--- config.mk ---
export PLATFORM = sky130hd
export DESIGN_NAME = cdta_monitor
export DESIGN_NICKNAME = d
export VERILOG_FILES = /design/src/cdta_pkg.sv /design/src/cdta_monitor.sv /design/src/cdta_fifo.sv
export VERILOG_INCLUDE_DIRS = /design/src
export SDC_FILE = /design/constraint.sdc
export NUM_CORES = 1
export LEC_CHECK = 0
export ABC_AREA = 0
export BUFFER_PORTS_ARGS = -buffer_cell sky130_fd_sc_hd__clkbuf_2
export CAP_MARGIN = 20
export CORE_MARGIN = 2
export CORE_UTILIZATION = 40
export DETAILED_ROUTE_END_ITERATION = 12
export PLACE_DENSITY = 0.59
export RECOVER_POWER = 25
export SYNTH_ARGS = -nofsm -noshare
export SYNTH_HDL_FRONTEND = slang
export SYNTH_HIERARCHICAL = 1
export SYNTH_SLANG_ARGS = --single-unit
--- constraint.sdc ---
create_clock -name clk -period 6.2 [get_ports clk]
set_input_delay 1.24 -clock clk [delete_from_list [all_inputs] [get_ports clk]]
set_output_delay 1.24 -clock clk [all_outputs]
set_load 0.03 [all_outputs]
--- src/cdta_defs.svh ---
// Constants for the console debug terminal access block
`ifndef CDTA_DEFS_SVH
`define CDTA_DEFS_SVH

// Console register bus addresses (17777560..17777566 octal)
`define CDTA_RCV_STAT_ADDR 22'h3FFF70
`define CDTA_RCV_BUF_ADDR  22'h3FFF72
`define CDTA_XMT_STAT_ADDR 22'h3FFF74
`define CDTA_XMT_BUF_ADDR  22'h3FFF76

// Status bit positions
`define CDTA_DONE_BIT      7
`define CDTA_INTEN_BIT     6
`define CDTA_LOOP_BIT      2
`define CDTA_BREAK_BIT     0

// Address and data widths
`define CDTA_ADDR_W        22
`define CDTA_DATA_W        16

// Characters
`define CDTA_CH_CR         8'h0D
`define CDTA_CH_LF         8'h0A
`define CDTA_CH_AT         8'h40
`define CDTA_CH_QM         8'h3F
`define CDTA_CH_SLASH      8'h2F
`define CDTA_CH_SPACE      8'h20
`define CDTA_CH_G          8'h47
`define CDTA_CH_P          8'h50
`define CDTA_CH_V          8'h56

// Receive FIFO depth
`define CDTA_FIFO_DEPTH    32

`endif

--- src/cdta_pkg.sv ---
// Types for the console debug terminal access block
package cdta_pkg;

  // Monitor sequencer states
  typedef enum logic [3:0] {
    SQ_RUN,
    SQ_ENTER,
    SQ_FLUSH,
    SQ_DISPATCH,
    SQ_RXST,
    SQ_RXBUF,
    SQ_TXST,
    SQ_TXBUF,
    SQ_MEM,
    SQ_HUNG
  } cdta_seq_t;

endpackage : cdta_pkg

--- src/cdta_monitor.sv ---
// Console debug monitor: polls the console serial unit and interprets terminal commands
`timescale 1ns/100ps
`include "cdta_defs.svh"
module cdta_monitor
  import cdta_pkg::*;
(
  // Clock and reset
  input  wire logic                    clk,
  input  wire logic                    rst_n,
  // Halt request pin from outside the clock domain
  input  wire logic                    haltPin,
  // Page mapping, eight 16-bit page bases in 64-byte units
  input  wire logic [127:0]            pageBases,
  // Private memory link bus master
  output logic                         busReq,
  output logic                         busWrite,
  output logic                         busByte,
  output logic [`CDTA_ADDR_W-1:0]      busAddr,
  output logic [`CDTA_DATA_W-1:0]      busWdata,
  input  wire logic                    busAck,
  input  wire logic [`CDTA_DATA_W-1:0] busRdata,
  // Status
  output logic                         run_indicator_n,
  output logic                         monitorActive,
  output logic                         consoleHung
);

  cdta_seq_t             seq;
  logic [2:0]            haltSync;
  logic                  haltSeen;
  logic [63:0]           prBuf;       // Pending output, low byte first
  logic [3:0]            prCnt;
  logic [21:0]           addrAcc;
  logic [15:0]           dataAcc;
  logic                  haveAddr;
  logic                  dataTyped;
  logic                  isOpen;
  logic                  lastClosed;
  logic                  virt;
  logic                  memWr;
  logic                  fifoInValid;
  logic                  fifoInReady;
  logic [7:0]            fifoInData;
  logic                  fifoOutValid;
  logic                  fifoOutReady;
  logic [7:0]            fifoOutData;
  logic [6:0]            ch;
  logic [15:0]           pageBase;
  logic [21:0]           memAddr;
  logic [47:0]           digits;

  // Receive characters queue here, but polling waits for an empty queue, so the poller never runs ahead of the parser
  cdta_fifo #(
    .WIDTH (8),
    .DEPTH (`CDTA_FIFO_DEPTH)
  ) u_rxq (
    .clk      (clk),
    .rst_n    (rst_n),
    .inValid  (fifoInValid),
    .inReady  (fifoInReady),
    .inData   (fifoInData),
    .outValid (fifoOutValid),
    .outReady (fifoOutReady),
    .outData  (fifoOutData)
  );

  // Halt pin synchroniser; only stages two and three are looked at
  always_ff @(posedge clk or negedge rst_n) begin
    if (!rst_n) begin
      haltSync <= 3'h0;
      haltSeen <= 1'b0;
    end else begin
      haltSync <= {haltSync[1:0], haltPin};
      if (haltSync[1] == haltSync[2]) begin
        haltSeen <= haltSync[2];
      end
    end
  end

  // Parity bit kept for echo but ignored when matching commands
  assign ch = fifoOutData[6:0];
  // Parser pops only when nothing is waiting to print
  assign fifoOutReady = (seq == SQ_DISPATCH) && (prCnt == 4'h0);

  // translate a virtual address through the page base of its 8 Kbyte page
  assign pageBase = pageBases[16*addrAcc[15:13] +: 16];
  // physical addresses pass through at full 22-bit width
  assign memAddr  = virt ? ({pageBase, 6'h00} + {9'h000, addrAcc[12:0]}) : addrAcc;

  // Six octal digits of the word just read
  assign digits = {5'b00110, busRdata[2:0],   5'b00110, busRdata[5:3],
                   5'b00110, busRdata[8:6],   5'b00110, busRdata[11:9],
                   5'b00110, busRdata[14:12], 5'b00110, 2'b00, busRdata[15]};

  // Run light follows the sequencer; low while instructions execute
  always_ff @(posedge clk or negedge rst_n) begin
    if (!rst_n) begin
      run_indicator_n <= 1'b1;
      monitorActive   <= 1'b0;
    end else begin
      run_indicator_n <= (seq != SQ_RUN);
      monitorActive   <= (seq != SQ_RUN) && (seq != SQ_HUNG);
    end
  end

  // Sequencer, bus master and command parser share one process since each bus cycle is a sequencer step
  always_ff @(posedge clk or negedge rst_n) begin
    if (!rst_n) begin
      seq         <= SQ_ENTER;
      busReq      <= 1'b0;
      busWrite    <= 1'b0;
      busByte     <= 1'b0;
      busAddr     <= '0;
      busWdata    <= '0;
      prBuf       <= '0;
      prCnt       <= 4'h0;
      addrAcc     <= '0;
      dataAcc     <= '0;
      haveAddr    <= 1'b0;
      dataTyped   <= 1'b0;
      isOpen      <= 1'b0;
      lastClosed  <= 1'b0;
      virt        <= 1'b0;
      memWr       <= 1'b0;
      fifoInValid <= 1'b0;
      fifoInData  <= 8'h00;
      consoleHung <= 1'b0;
    end else begin
      fifoInValid <= 1'b0;
      case (seq)
        SQ_RUN: begin
          if (haltSeen) begin
            seq <= SQ_ENTER;
          end
        end
        SQ_ENTER: begin
          // one throw-away receive buffer read at a fixed console address
          busReq   <= 1'b1;
          busWrite <= 1'b0;
          busByte  <= 1'b1;
          busAddr  <= `CDTA_RCV_BUF_ADDR;
          isOpen   <= 1'b0;
          haveAddr <= 1'b0;
          lastClosed <= 1'b0;
          seq      <= SQ_FLUSH;
        end
        SQ_FLUSH: begin
          if (busAck) begin
            busReq <= 1'b0;
            prBuf  <= {40'h0, `CDTA_CH_AT, `CDTA_CH_LF, `CDTA_CH_CR};
            prCnt  <= 4'h3;
            seq    <= SQ_DISPATCH;
          end
        end
        SQ_DISPATCH: begin
          busByte <= 1'b1;
          // printing has priority; no receive polling while output is pending
          if (prCnt != 4'h0) begin
            busReq   <= 1'b1;
            busWrite <= 1'b0;
            busAddr  <= `CDTA_XMT_STAT_ADDR;
            seq      <= SQ_TXST;
          end else if (fifoOutValid) begin
            // each queued character is a command character
            if (ch >= 7'h30 && ch <= 7'h37) begin
              if (isOpen) begin
                dataAcc   <= {dataAcc[12:0], ch[2:0]};
                dataTyped <= 1'b1;
              end else begin
                addrAcc  <= haveAddr ? {addrAcc[18:0], ch[2:0]} : {19'h0, ch[2:0]};  // Fresh address per entry
                haveAddr <= 1'b1;
              end
              prBuf <= {56'h0, fifoOutData};
              prCnt <= 4'h1;
            end else if (ch == 7'(`CDTA_CH_V)) begin
              virt  <= 1'b1;
              prBuf <= {56'h0, fifoOutData};
              prCnt <= 4'h1;
            end else if (ch == 7'(`CDTA_CH_SLASH) && !isOpen && (haveAddr || lastClosed)) begin
              busReq    <= 1'b1;
              busWrite  <= 1'b0;
              busByte   <= 1'b0;
              busAddr   <= memAddr;
              addrAcc   <= memAddr;  // Kept physical so a bare slash later reopens the same word
              virt      <= 1'b0;
              memWr     <= 1'b0;
              seq       <= SQ_MEM;
            end else if ((ch == 7'(`CDTA_CH_CR) || ch == 7'(`CDTA_CH_LF)) && isOpen && dataTyped) begin
              busReq   <= 1'b1;
              busWrite <= 1'b1;
              busByte  <= 1'b0;
              busAddr  <= memAddr;
              busWdata <= dataAcc;
              memWr    <= 1'b1;
              seq      <= SQ_MEM;
            end else if (ch == 7'(`CDTA_CH_CR) || ch == 7'(`CDTA_CH_LF)) begin
              // Line feed is not echoed; both close and prompt again
              lastClosed <= isOpen;
              isOpen     <= 1'b0;
              haveAddr   <= 1'b0;
              virt       <= 1'b0;
              prBuf      <= {40'h0, `CDTA_CH_AT, `CDTA_CH_LF, `CDTA_CH_CR};
              prCnt      <= 4'h3;
            end else if ((ch == 7'(`CDTA_CH_G) || ch == 7'(`CDTA_CH_P)) && !isOpen) begin
              seq <= SQ_RUN;
            end else begin
              isOpen     <= 1'b0;
              haveAddr   <= 1'b0;
              lastClosed <= 1'b0;
              virt       <= 1'b0;
              prBuf      <= {32'h0, `CDTA_CH_AT, `CDTA_CH_LF, `CDTA_CH_CR, `CDTA_CH_QM};
              prCnt      <= 4'h4;
            end
          end else if (fifoInReady && !fifoInValid) begin
            // poll receive status; FIFO full stalls polling here
            busReq   <= 1'b1;
            busWrite <= 1'b0;
            busAddr  <= `CDTA_RCV_STAT_ADDR;
            seq      <= SQ_RXST;
          end
        end
        SQ_RXST: begin
          if (busAck) begin
            // only the done bit counts, interrupt enable ignored
            if (busRdata[`CDTA_DONE_BIT]) begin
              busAddr <= `CDTA_RCV_BUF_ADDR;
              seq     <= SQ_RXBUF;
            end else begin
              busReq <= 1'b0;
              seq    <= SQ_DISPATCH;
            end
          end
        end
        SQ_RXBUF: begin
          if (busAck) begin
            // low byte only, parity bit kept for echo
            busReq      <= 1'b0;
            fifoInValid <= 1'b1;
            fifoInData  <= busRdata[7:0];
            seq         <= SQ_DISPATCH;
          end
        end
        SQ_TXST: begin
          if (busAck) begin
            // loopback or break set leaves the console dead until reset
            if (busRdata[`CDTA_LOOP_BIT] || busRdata[`CDTA_BREAK_BIT]) begin
              busReq      <= 1'b0;
              consoleHung <= 1'b1;
              seq         <= SQ_HUNG;
            // wait for transmit done, then write the character
            end else if (busRdata[`CDTA_DONE_BIT]) begin
              busWrite <= 1'b1;
              busAddr  <= `CDTA_XMT_BUF_ADDR;
              busWdata <= {8'h00, prBuf[7:0]};
              seq      <= SQ_TXBUF;
            end else begin
              busReq <= 1'b0;
              seq    <= SQ_DISPATCH;
            end
          end
        end
        SQ_TXBUF: begin
          if (busAck) begin
            busReq   <= 1'b0;
            busWrite <= 1'b0;
            prBuf    <= {8'h00, prBuf[63:8]};
            prCnt    <= prCnt - 4'h1;
            seq      <= SQ_DISPATCH;
          end
        end
        SQ_MEM: begin
          if (busAck) begin
            busReq   <= 1'b0;
            busWrite <= 1'b0;
            if (memWr) begin
              isOpen     <= 1'b0;
              dataTyped  <= 1'b0;
              haveAddr   <= 1'b0;
              lastClosed <= 1'b1;
              virt       <= 1'b0;
              prBuf      <= {40'h0, `CDTA_CH_AT, `CDTA_CH_LF, `CDTA_CH_CR};
              prCnt      <= 4'h3;
            end else begin
              isOpen    <= 1'b1;
              dataTyped <= 1'b0;
              dataAcc   <= 16'h0000;
              prBuf     <= {`CDTA_CH_SPACE, digits, `CDTA_CH_SLASH};
              prCnt     <= 4'h8;
            end
            seq <= SQ_DISPATCH;
          end
        end
        SQ_HUNG: begin
          seq <= SQ_HUNG;
        end
        default: begin
          seq <= SQ_ENTER;
        end
      endcase
    end
  end

endmodule : cdta_monitor

--- src/cdta_fifo.sv ---
// Parameterised FIFO holding received console characters
`timescale 1ns/100ps
module cdta_fifo #(
  parameter int WIDTH = 8,
  parameter int DEPTH = 32
) (
  // Clock and reset
  input  wire logic             clk,
  input  wire logic             rst_n,
  // Fill side
  input  wire logic             inValid,
  output logic                  inReady,
  input  wire logic [WIDTH-1:0] inData,
  // Drain side
  output logic                  outValid,
  input  wire logic             outReady,
  output logic [WIDTH-1:0]      outData
);

  localparam int AW = $clog2(DEPTH);

  logic [WIDTH-1:0] mem [DEPTH];
  logic [AW-1:0]    wrPtr;
  logic [AW-1:0]    rdPtr;
  logic [AW:0]      count;
  logic             doPush;
  logic             doPop;

  // Honest full and empty straight from the count
  assign inReady  = (count != (AW+1)'(DEPTH));
  assign outValid = (count != '0);
  assign outData  = mem[rdPtr];
  assign doPush   = inValid && inReady;
  assign doPop    = outValid && outReady;

  // Storage write
  always_ff @(posedge clk) begin
    if (doPush) begin
      mem[wrPtr] <= inData;
    end
  end

  // Pointers and occupancy; pointers wrap at DEPTH so DEPTH need not be a power of two
  always_ff @(posedge clk or negedge rst_n) begin
    if (!rst_n) begin
      wrPtr <= '0;
      rdPtr <= '0;
      count <= '0;
    end else begin
      if (doPush) begin
        wrPtr <= (wrPtr == AW'(DEPTH-1)) ? '0 : wrPtr + 1'b1;
      end
      if (doPop) begin
        rdPtr <= (rdPtr == AW'(DEPTH-1)) ? '0 : rdPtr + 1'b1;
      end
      if (doPush && !doPop) begin
        count <= count + 1'b1;
      end else if (doPop && !doPush) begin
        count <= count - 1'b1;
      end
    end
  end

endmodule : cdta_fifo

==> impl_results.rst, run 1 <==
.. list-table::
   :header-rows: 1

   * - Metric
     - Value
   * - Final worst path period share
     - 0.7616
   * - Finish-stage setup viols
     - 0
   * - Total standard cell area after synthesis
     - 19,480 µm²
   * - Post-synthesis instance total
     - 1,447
   * - Normalized max-slew margin
     - -0.4147
   * - Sequential area share after synthesis
     - 0.6028
   * - Internal portion of total power
     - 6.063 mW
   * - Switching pwr
     - 3.166 mW
   * - Violations in the final reports
     - capacitance limit, slew limit
   * - Via total after detailed routing
     - 12,860
   * - Asr flop ratio synth
     - 0.3876
   * - Placeable core region
     - 47,950 µm²
   * - Antenna-violating nets left
     - 0
   * - Net switching fraction of the power
     - 0.3430
   * - Wire length of the first global-routing pass
     - 73,970 µm
   * - Most common cell after layout, fill and taps aside
     - sky130_fd_sc_hd__edfxtp_1
   * - Final min period
     - 4722 ps
   * - CTS max path bufs
     - 3
   * - Ant diodes
     - 0
   * - Main synth FF type
     - sky130_fd_sc_hd__edfxtp_1
   * - Multi-input gate area in the final layout
     - 7197 µm²
   * - Layout cell share with drive strength beyond 1
     - 0.2467
   * - Leading cell types in the layout, fill and taps excluded
     - sky130_fd_sc_hd__edfxtp_1, sky130_fd_sc_hd__clkbuf_2, sky130_fd_sc_hd__dfrtp_1
   * - Setup Buffers After CTS
     - 0
   * - Clock network fraction of design power
     - 0.296
   * - Post-Route Utilization
     - 0.4709
   * - Worst min-delay path class
     - flip-flop to flip-flop
   * - Post-synthesis cell type count
     - 91
   * - Die Width
     - 224.7 µm
   * - Number of buffers inserted by hold repair at cts
     - 0
   * - Initial DRC Count
     - 1,273
   * - Post-cts gate resize count
     - 0
   * - Number of synthesized register bits
     - 418
   * - Number of filler instances in the final layout
     - 4,275
   * - Post-route clock skew
     - 36.19 ps
   * - WP data required
     - 6700 ps
   * - Number of enable flip-flop cells after synthesis
     - 256
   * - Sequential fraction of design power
     - 0.420
   * - Total track usage
     - 0.1884
   * - Area of the die
     - 50,480 µm²
   * - Reported max-cap violation count
     - 2
   * - Maximum level of the CTS H-tree
     - 2
   * - Buffers added on ports
     - 191
   * - Final GP Congestion
     - 0.8385
   * - Run status
     - complete, but fails checks
   * - Initial cell density of the core
     - 0.4063
   * - Root cell of the clock tree
     - sky130_fd_sc_hd__clkbuf_16
   * - Count of yosys warnings during synthesis
     - 6
   * - Max IR drop VDD
     - 0.2797 mV
   * - Routed len/inst
     - 21.16 µm
   * - Number of design rule violations left after detail routing
     - 0
   * - Synthesized Nets
     - 1,619
   * - CP startpoint kind
     - flip-flop
   * - Iteration count of the initial detailed-routing pass
     - 5
   * - Sum of overflow across all layers after global routing
     - 0
   * - Mean post-synth cell area
     - 13.46 µm²
   * - Reported leakage power
     - 8.617 nW
   * - Largest net degree at the start of global routing
     - 105
   * - Sequential Area
     - 11,750 µm²
   * - Boundary Pins
     - 192
   * - Number of global-route vias before repair
     - 12,530
   * - Insertion delay of the later-clocked pin in the worst-skew pair
     - 590 ps
   * - Post-DP HPWL
     - 32,080 µm
   * - Number of clock buffers inserted by TritonCTS
     - 46
   * - Start-to-end type of the worst setup path
     - flip-flop to flip-flop
   * - Setup repair after global routing missed its margin
     - false
   * - Actual transition at the worst max-transition pin
     - 2122 ps
   * - Worst setup EP type
     - flip-flop
   * - Final slew viol count
     - 107
   * - Achievable clock frequency
     - 0.2118 GHz
   * - Final hold viol count
     - 0
   * - Vias per std cell
     - 5.639
   * - Max Fanout on Critical Path
     - 25
   * - DIE HEIGHT
     - 224.7 µm
   * - Final setup TNS
     - 0 ps
   * - Clock-pin slew on the worst setup and hold paths
     - 60 ps
   * - Total routed wirelength
     - 48,260 µm
   * - PwrDens
     - 408.7 nW/µm²
   * - Number of rows in the core area
     - 80
   * - Number of clock sinks
     - 418
   * - Worst Path Arrival
     - 5230 ps
   * - Share of total power in combinational logic
     - 0.284
   * - Syn-to-layout area delta
     - 15.90%
   * - Net count, final
     - 1,800
   * - Number of antenna violations at the first check in global routing
     - 0
   * - Clock tree from TritonCTS
     - yes
-- power groups by stage --
stage	Combinational, mW	Sequential, mW	Clock (mW)
5_1_grt	2.87	3.93	2.93
6_report	2.62	3.87	2.73
4_1_cts	2.52	3.99	2.81
3_3_place_gp	2.44	4.05	0
3_5_place_dp	2.51	4.04	0
2_1_floorplan	1.77	3.92	0
-- per-layer routing --
metal	routed length [µm]	part of all wire	track usage	vias to the layer above
met5	0	0	0	-
met4	1056	0.022	0.05341	0
met3	3274	0.068	0.03762	73
met2	22590	0.47	0.2932	418
met1	21340	0.44	0.2693	6440
li1	-	-	-	5931
-- registers in the layout, summed over array words and instances (netlist names), 3 cells and up --
register	cells
u_rxq/mem	256
prBuf	37
addrAcc	22
busAddr	22
busWdata	16
dataAcc	16
fifoInData	8
u_rxq/count	6
u_rxq/rdPtr	5
u_rxq/wrPtr	5
prCnt	4
seq	4
haltSync	3
-- logic make-up after synthesis --
kind of cell / synth area share
and+or+nand+nor: 0.09563
buffers and inverters: 0.02999
muxes: 0.1307
adders and majority gates: 0.01670
DFF: 0.6028
AOI/OAI and AO/OA: 0.1165
xor gates and xnor gates: 0.007643
-- worst max-delay path: stages, from the launching register on --
cell and delay (ps):
sky130_fd_sc_hd__dfrtp_4 650, sky130_fd_sc_hd__buf_4 360, sky130_fd_sc_hd__mux4_1 580, sky130_fd_sc_hd__a22o_1 180, sky130_fd_sc_hd__a221oi_1 340, sky130_fd_sc_hd__nand3_1 360, sky130_fd_sc_hd__nor4b_1 360, sky130_fd_sc_hd__nor2_1 100
sky130_fd_sc_hd__o31ai_1 490, sky130_fd_sc_hd__a21o_2 500, sky130_fd_sc_hd__or2_1 170, sky130_fd_sc_hd__buf_4 280, sky130_fd_sc_hd__nor3_2 90, sky130_fd_sc_hd__a21oi_1 140
-- Yosys cell counts, drive strengths merged (28+ instances only) --
cell type  number  area share
clkbuf         45      0.0087
nand2         123       0.024
mux2i          86       0.044
buf            47       0.016
o21ai          89       0.025
a22o           28       0.013
nor2          100       0.019
nand3          49       0.013
a21oi          53       0.014
inv            29      0.0056
edfxtp        256        0.39
dfrtp         160        0.21
mux4           64       0.076
a22oi          50       0.019
-- area by class of cell --
cell class,instances,share of cell area
clock buffers,58,0.05569
well taps,615,0.03408
clock inverters,28,0.01230
inverters,29,0.004821
multi-input cells,908,0.3187
repair buffers,225,0.05408
flip-flops and latches,418,0.5203
-- worst paths after layout --
path	startpoint	endpoint	slack, ps	depth (start not counted)
worst max register to register	u_rxq/rdPtr[0]	prBuf[0]	1480	13
max in group asynchronous	rst_n	u_rxq/rdPtr[0]	2030	2
worst min register to register	haltSync[0]	haltSync[1]	350	0
min in group asynchronous	rst_n	busByte	1270	1
worst min-delay path	haltSync[0]	haltSync[1]	350	0
worst max-delay path	u_rxq/rdPtr[0]	prBuf[0]	1480	13
-- metrics by stage --
step | area (µm²) | total power [mW] | setup slack [ps] | cells | hold WS, ps
finish | 22580 | 9.229 | 1478 | 2281 | 347.4
global route | 22580 | 9.724 | 1188 | 2281 | 363.4
CTS | 22560 | 9.319 | 1527 | 2275 | 347.2
detailed placement | 21030 | 6.557 | 1600 | 2189 | 337.1
global placement | 21000 | 6.484 | 1677 | 2188 | 339.1
floorplan | 19480 | 5.689 | 2205 | 1447 | 331.2
No activity file was read; power rests on OpenSTA's default activity.
==> inputs of run 2 (changes only) <==
--- a/config.mk
+++ b/config.mk
@@ -6,13 +6,13 @@
 export SDC_FILE = /design/constraint.sdc
 export NUM_CORES = 1
 export LEC_CHECK = 0
-export ABC_AREA = 0
+export ABC_AREA = 1
 export BUFFER_PORTS_ARGS = -buffer_cell sky130_fd_sc_hd__clkbuf_2
 export CAP_MARGIN = 20
 export CORE_MARGIN = 2
 export CORE_UTILIZATION = 40
 export DETAILED_ROUTE_END_ITERATION = 12
-export PLACE_DENSITY = 0.59
+export PLACE_DENSITY = 0.61
 export RECOVER_POWER = 25
 export SYNTH_ARGS = -nofsm -noshare
 export SYNTH_HDL_FRONTEND = slang
==> constraint.sdc (replaced) <==
create_clock -name clk -period 4.2 [get_ports clk]
set_input_delay 0.84 -clock clk [delete_from_list [all_inputs] [get_ports clk]]
set_output_delay 0.84 -clock clk [all_outputs]
set_load 0.03 [all_outputs]
==> run 2 against run 1 <==
Compared with the run above:
- the run still ends with capacitance limit, slew limit left
- critical path depth increased by 6
- first-iteration DRC count fell by 8.4%
- utilization fell by 0.18 points
- sequential power grew 43%
- design area is 4.4% higher
- register-to-register slack got worse by 1200 ps
- routed wire length is 12% higher
- via count up 26%
- critical path type unchanged
- highest routed layer unchanged
==> impl_results.rst, run 2 <==
.. list-table::
   :header-rows: 1

   * - Metric
     - Value
   * - Run status
     - complete, but fails checks
   * - Register containing the most flip-flops in the final layout
     - u_rxq/mem
   * - CP startpoint kind
     - flip-flop
   * - Main synth FF type
     - sky130_fd_sc_hd__edfxtp_1
   * - Net count, final
     - 2,644
   * - Antenna-violating nets left
     - 0
   * - Ranking of synthesized cells by area
     - sky130_fd_sc_hd__edfxtp_1, sky130_fd_sc_hd__dfrtp_1, sky130_fd_sc_hd__nand2_1, sky130_fd_sc_hd__nand3_1, sky130_fd_sc_hd__inv_1
   * - Cells along the critical path
     - inv_4 -> buf_4 -> nand2_1 -> nand3_1 -> nand3_1 -> nand2_1 -> nand2_1 -> nand2_1 -> nand2_1 -> nand2_1 -> inv_1 -> nor3_4 -> inv_2 -> nor2_2 -> inv_2 -> o21ai_0 -> inv_1 -> nor2_4 -> o22ai_1
   * - PwrDens
     - 619.8 nW/µm²
   * - DIE HEIGHT
     - 229.9 µm
   * - Final GP Congestion
     - 0.9067
   * - Iteration count of the initial detailed-routing pass
     - 5
   * - Sum of overflow across all layers after global routing
     - 0
   * - Maximum level of the CTS H-tree
     - 2
   * - Vias per std cell
     - 5.105
   * - Worst setup EP type
     - flip-flop
   * - Syn-to-layout area delta
     - 15.48%
   * - Number of antenna violations at the first check in global routing
     - 0
   * - Boundary Pins
     - 192
   * - Dpl cells
     - 3,089
   * - Count of yosys warnings during synthesis
     - 6
   * - Post-cts gate resize count
     - 0
   * - Hold slack final
     - 349.7 ps
   * - Post-DP HPWL
     - 37,090 µm
   * - Layout cell share with drive strength beyond 1
     - 0.1524
   * - Root cell of the clock tree
     - sky130_fd_sc_hd__clkbuf_16
   * - Max Fanout on Critical Path
     - 35
   * - Number of synthesized register bits
     - 418
   * - Setup slack on the worst flop-to-flop path
     - 300 ps
   * - Number of design rule violations left after detail routing
     - 0
   * - Biggest regs
     - u_rxq/mem: 256 flops, prBuf: 37 flops
   * - Total routed wirelength
     - 54,070 µm
   * - Most common cell after layout, fill and taps aside
     - sky130_fd_sc_hd__nand2_1
   * - WP data required
     - 4620 ps
   * - Asr flop ratio synth
     - 0.3876
   * - Post-synth top area share
     - 0.3764
   * - Start-to-end type of the worst setup path
     - flip-flop to flip-flop
   * - Final min period
     - 3896 ps
   * - Endpoint of the worst-slack reg-to-reg timing path
     - dataAcc[6]
   * - Final slew viol count
     - 154
   * - Cells on worst reg2reg path
     - 19
   * - Total chip power
     - 14.62 mW
   * - Endpoint of the worst hold path
     - haltSync[1]
   * - Reported leakage power
     - 10.43 nW
   * - Worst Path Arrival
     - 4320 ps
   * - CTS max path bufs
     - 3
   * - Final worst path period share
     - 0.9277
   * - Initial DRC Count
     - 1,166
   * - Number of buffers inserted by hold repair at cts
     - 0
   * - Crit path max-delay cell type
     - sky130_fd_sc_hd__dfrtp_4
   * - Total standard cell area after synthesis
     - 20,420 µm²
   * - Final setup TNS
     - 0 ps
   * - Finish-stage setup viols
     - 0
   * - Buffers added on ports
     - 191
   * - Post-route design area
     - 23,580 µm²
   * - Reported max-cap violation count
     - 3
   * - Clock tree from TritonCTS
     - yes
   * - Max IR drop VDD
     - 0.3682 mV
   * - Die Width
     - 229.9 µm
   * - Final std cells w/o fill
     - 3,178
   * - Setup repair after global routing missed its margin
     - false
   * - Violations in the final reports
     - capacitance limit, slew limit
   * - Worst min-delay path class
     - flip-flop to flip-flop
   * - Post-synthesis cell type count
     - 59
   * - Total track usage
     - 0.2027
   * - Number of rows in the core area
     - 82
   * - Mean post-synth cell area
     - 8.949 µm²
   * - Actual transition at the worst max-transition pin
     - 2381 ps
   * - Clock-pin slew on the worst setup and hold paths
     - 60 ps
   * - Number of flip-flops in the largest register
     - 256
   * - Cell depth of the worst hold path
     - 0
   * - Insertion delay of the later-clocked pin in the worst-skew pair
     - 560 ps
   * - Source of the worst hold timing path
     - haltSync[0]
   * - Post-synthesis instance total
     - 2,282
   * - Normalized max-slew margin
     - -0.5874
   * - Synthesized Nets
     - 2,454
   * - Leading cell types in the layout, fill and taps excluded
     - sky130_fd_sc_hd__nand2_1, sky130_fd_sc_hd__nand3_1, sky130_fd_sc_hd__edfxtp_1
   * - Number of global-route vias before repair
     - 15,690
   * - Ant diodes
     - 0
   * - Most common cell in the netlist
     - sky130_fd_sc_hd__nand2_1
   * - Wire length of the first global-routing pass
     - 85,870 µm
   * - Sequential area share after synthesis
     - 0.5751
   * - Max incr delay on CP
     - 510 ps
   * - Routed len/inst
     - 17.02 µm
   * - Synth area leader
     - sky130_fd_sc_hd__edfxtp_1
   * - Dominant cell type by count on the critical path
     - sky130_fd_sc_hd__nand2_1
   * - Achievable clock frequency
     - 0.2566 GHz
   * - Post-route clock skew
     - 29.36 ps
   * - Source of the worst register-to-register timing path
     - u_rxq/rdPtr[0]
   * - Placeable core region
     - 50,270 µm²
   * - Placed instance area
     - 22,040 µm²
   * - Largest net degree at the start of global routing
     - 112
   * - Setup Buffers After CTS
     - 0
   * - Number of clock buffers inserted by TritonCTS
     - 43
   * - Final hold viol count
     - 0
   * - Most instantiated cells after synthesis
     - sky130_fd_sc_hd__nand2_1, sky130_fd_sc_hd__nand3_1, sky130_fd_sc_hd__edfxtp_1, sky130_fd_sc_hd__inv_1, sky130_fd_sc_hd__dfrtp_1
   * - Number of clock sinks
     - 418
   * - Area of the die
     - 52,870 µm²
   * - Initial cell density of the core
     - 0.4062
   * - Via total after detailed routing
     - 16,230
   * - Number of enable flip-flop cells after synthesis
     - 256
run 2: cell count changes in the layout (fill, tap and decap cells not counted), moves of 33 or more:
| cell | change |
|---|---|
| sky130_fd_sc_hd__o22ai_1 | +33 |
| sky130_fd_sc_hd__a22oi_1 | -47 |
| sky130_fd_sc_hd__mux2i_1 | -86 |
| sky130_fd_sc_hd__nor2_1 | +40 |
| sky130_fd_sc_hd__nand2_1 | +596 |
| sky130_fd_sc_hd__o21ai_0 | +52 |
| sky130_fd_sc_hd__inv_1 | +174 |
| sky130_fd_sc_hd__nand3_1 | +222 |
| sky130_fd_sc_hd__mux4_2 | -54 |
run 2: worst max-delay path, delay by kind of cell, from the launching register on:
| kind | cells | cell delay, ps |
|---|---|---|
| and+or+nand+nor | 11 | 1790 |
| buffers and inverters | 6 | 1160 |
| DFF | 1 | 510 |
| AOI/OAI and AO/OA | 2 | 290 |
run 2: layout make-up:
cell class | instances | area (µm²)
inverter | 227 | 858.3
sequential | 418 | 11750
clock inverter | 29 | 332.8
tap | 672 | 840.8
multi-input combinational | 1525 | 7148
fill | 4844 | 26690
clock buffer | 50 | 1144
timing repair buffer | 257 | 1509
run 2: worst max path at each step:
stage                               from           to  slack (ps)
final                     u_rxq/rdPtr[0]   dataAcc[6]         300
after global placement    u_rxq/rdPtr[0]   dataAcc[1]         420
after CTS                 u_rxq/rdPtr[0]  addrAcc[15]         340
after detailed placement  u_rxq/rdPtr[0]  addrAcc[15]         350
after global routing      u_rxq/rdPtr[0]    prBuf[13]          20
after floorplan              addrAcc[14]  busAddr[16]        1140
run 2: cells by family after synthesis:
logic type      after synthesis  synth area share
xor+xnor                     14          0.006005
fa+ha+maj                    25           0.01593
buf+inv                     339           0.07475
compound gates              285           0.08137
flops                       418            0.5751
simple gates               1201            0.2469
run 2: stage by stage:
| stage | util | setup slack, ps |
|---|---|---|
| global route | 0.4691 | 15.20 |
| finish | 0.4691 | 303.6 |
| detailed placement | 0.4385 | 347.4 |
| CTS | 0.4678 | 336.6 |
| global placement | 0.4366 | 417.1 |
| floorplan | - | 1136 |
run 2: routing by layer:
metal  wire length, µm  GRT usage  vias up
li1                  -          -     7972
met3              3186    0.03001       61
met4               887    0.04476        0
met5                 0          0        -
met2             25200     0.3302      454
met1             24800     0.2872     7738
run 2: report_power, final:
group / switching, mW / internal, mW
logic: 3.63 / 1.47
clock network: 1.63 / 2.34
registers: 0.415 / 5.14
total: 5.67 / 8.95
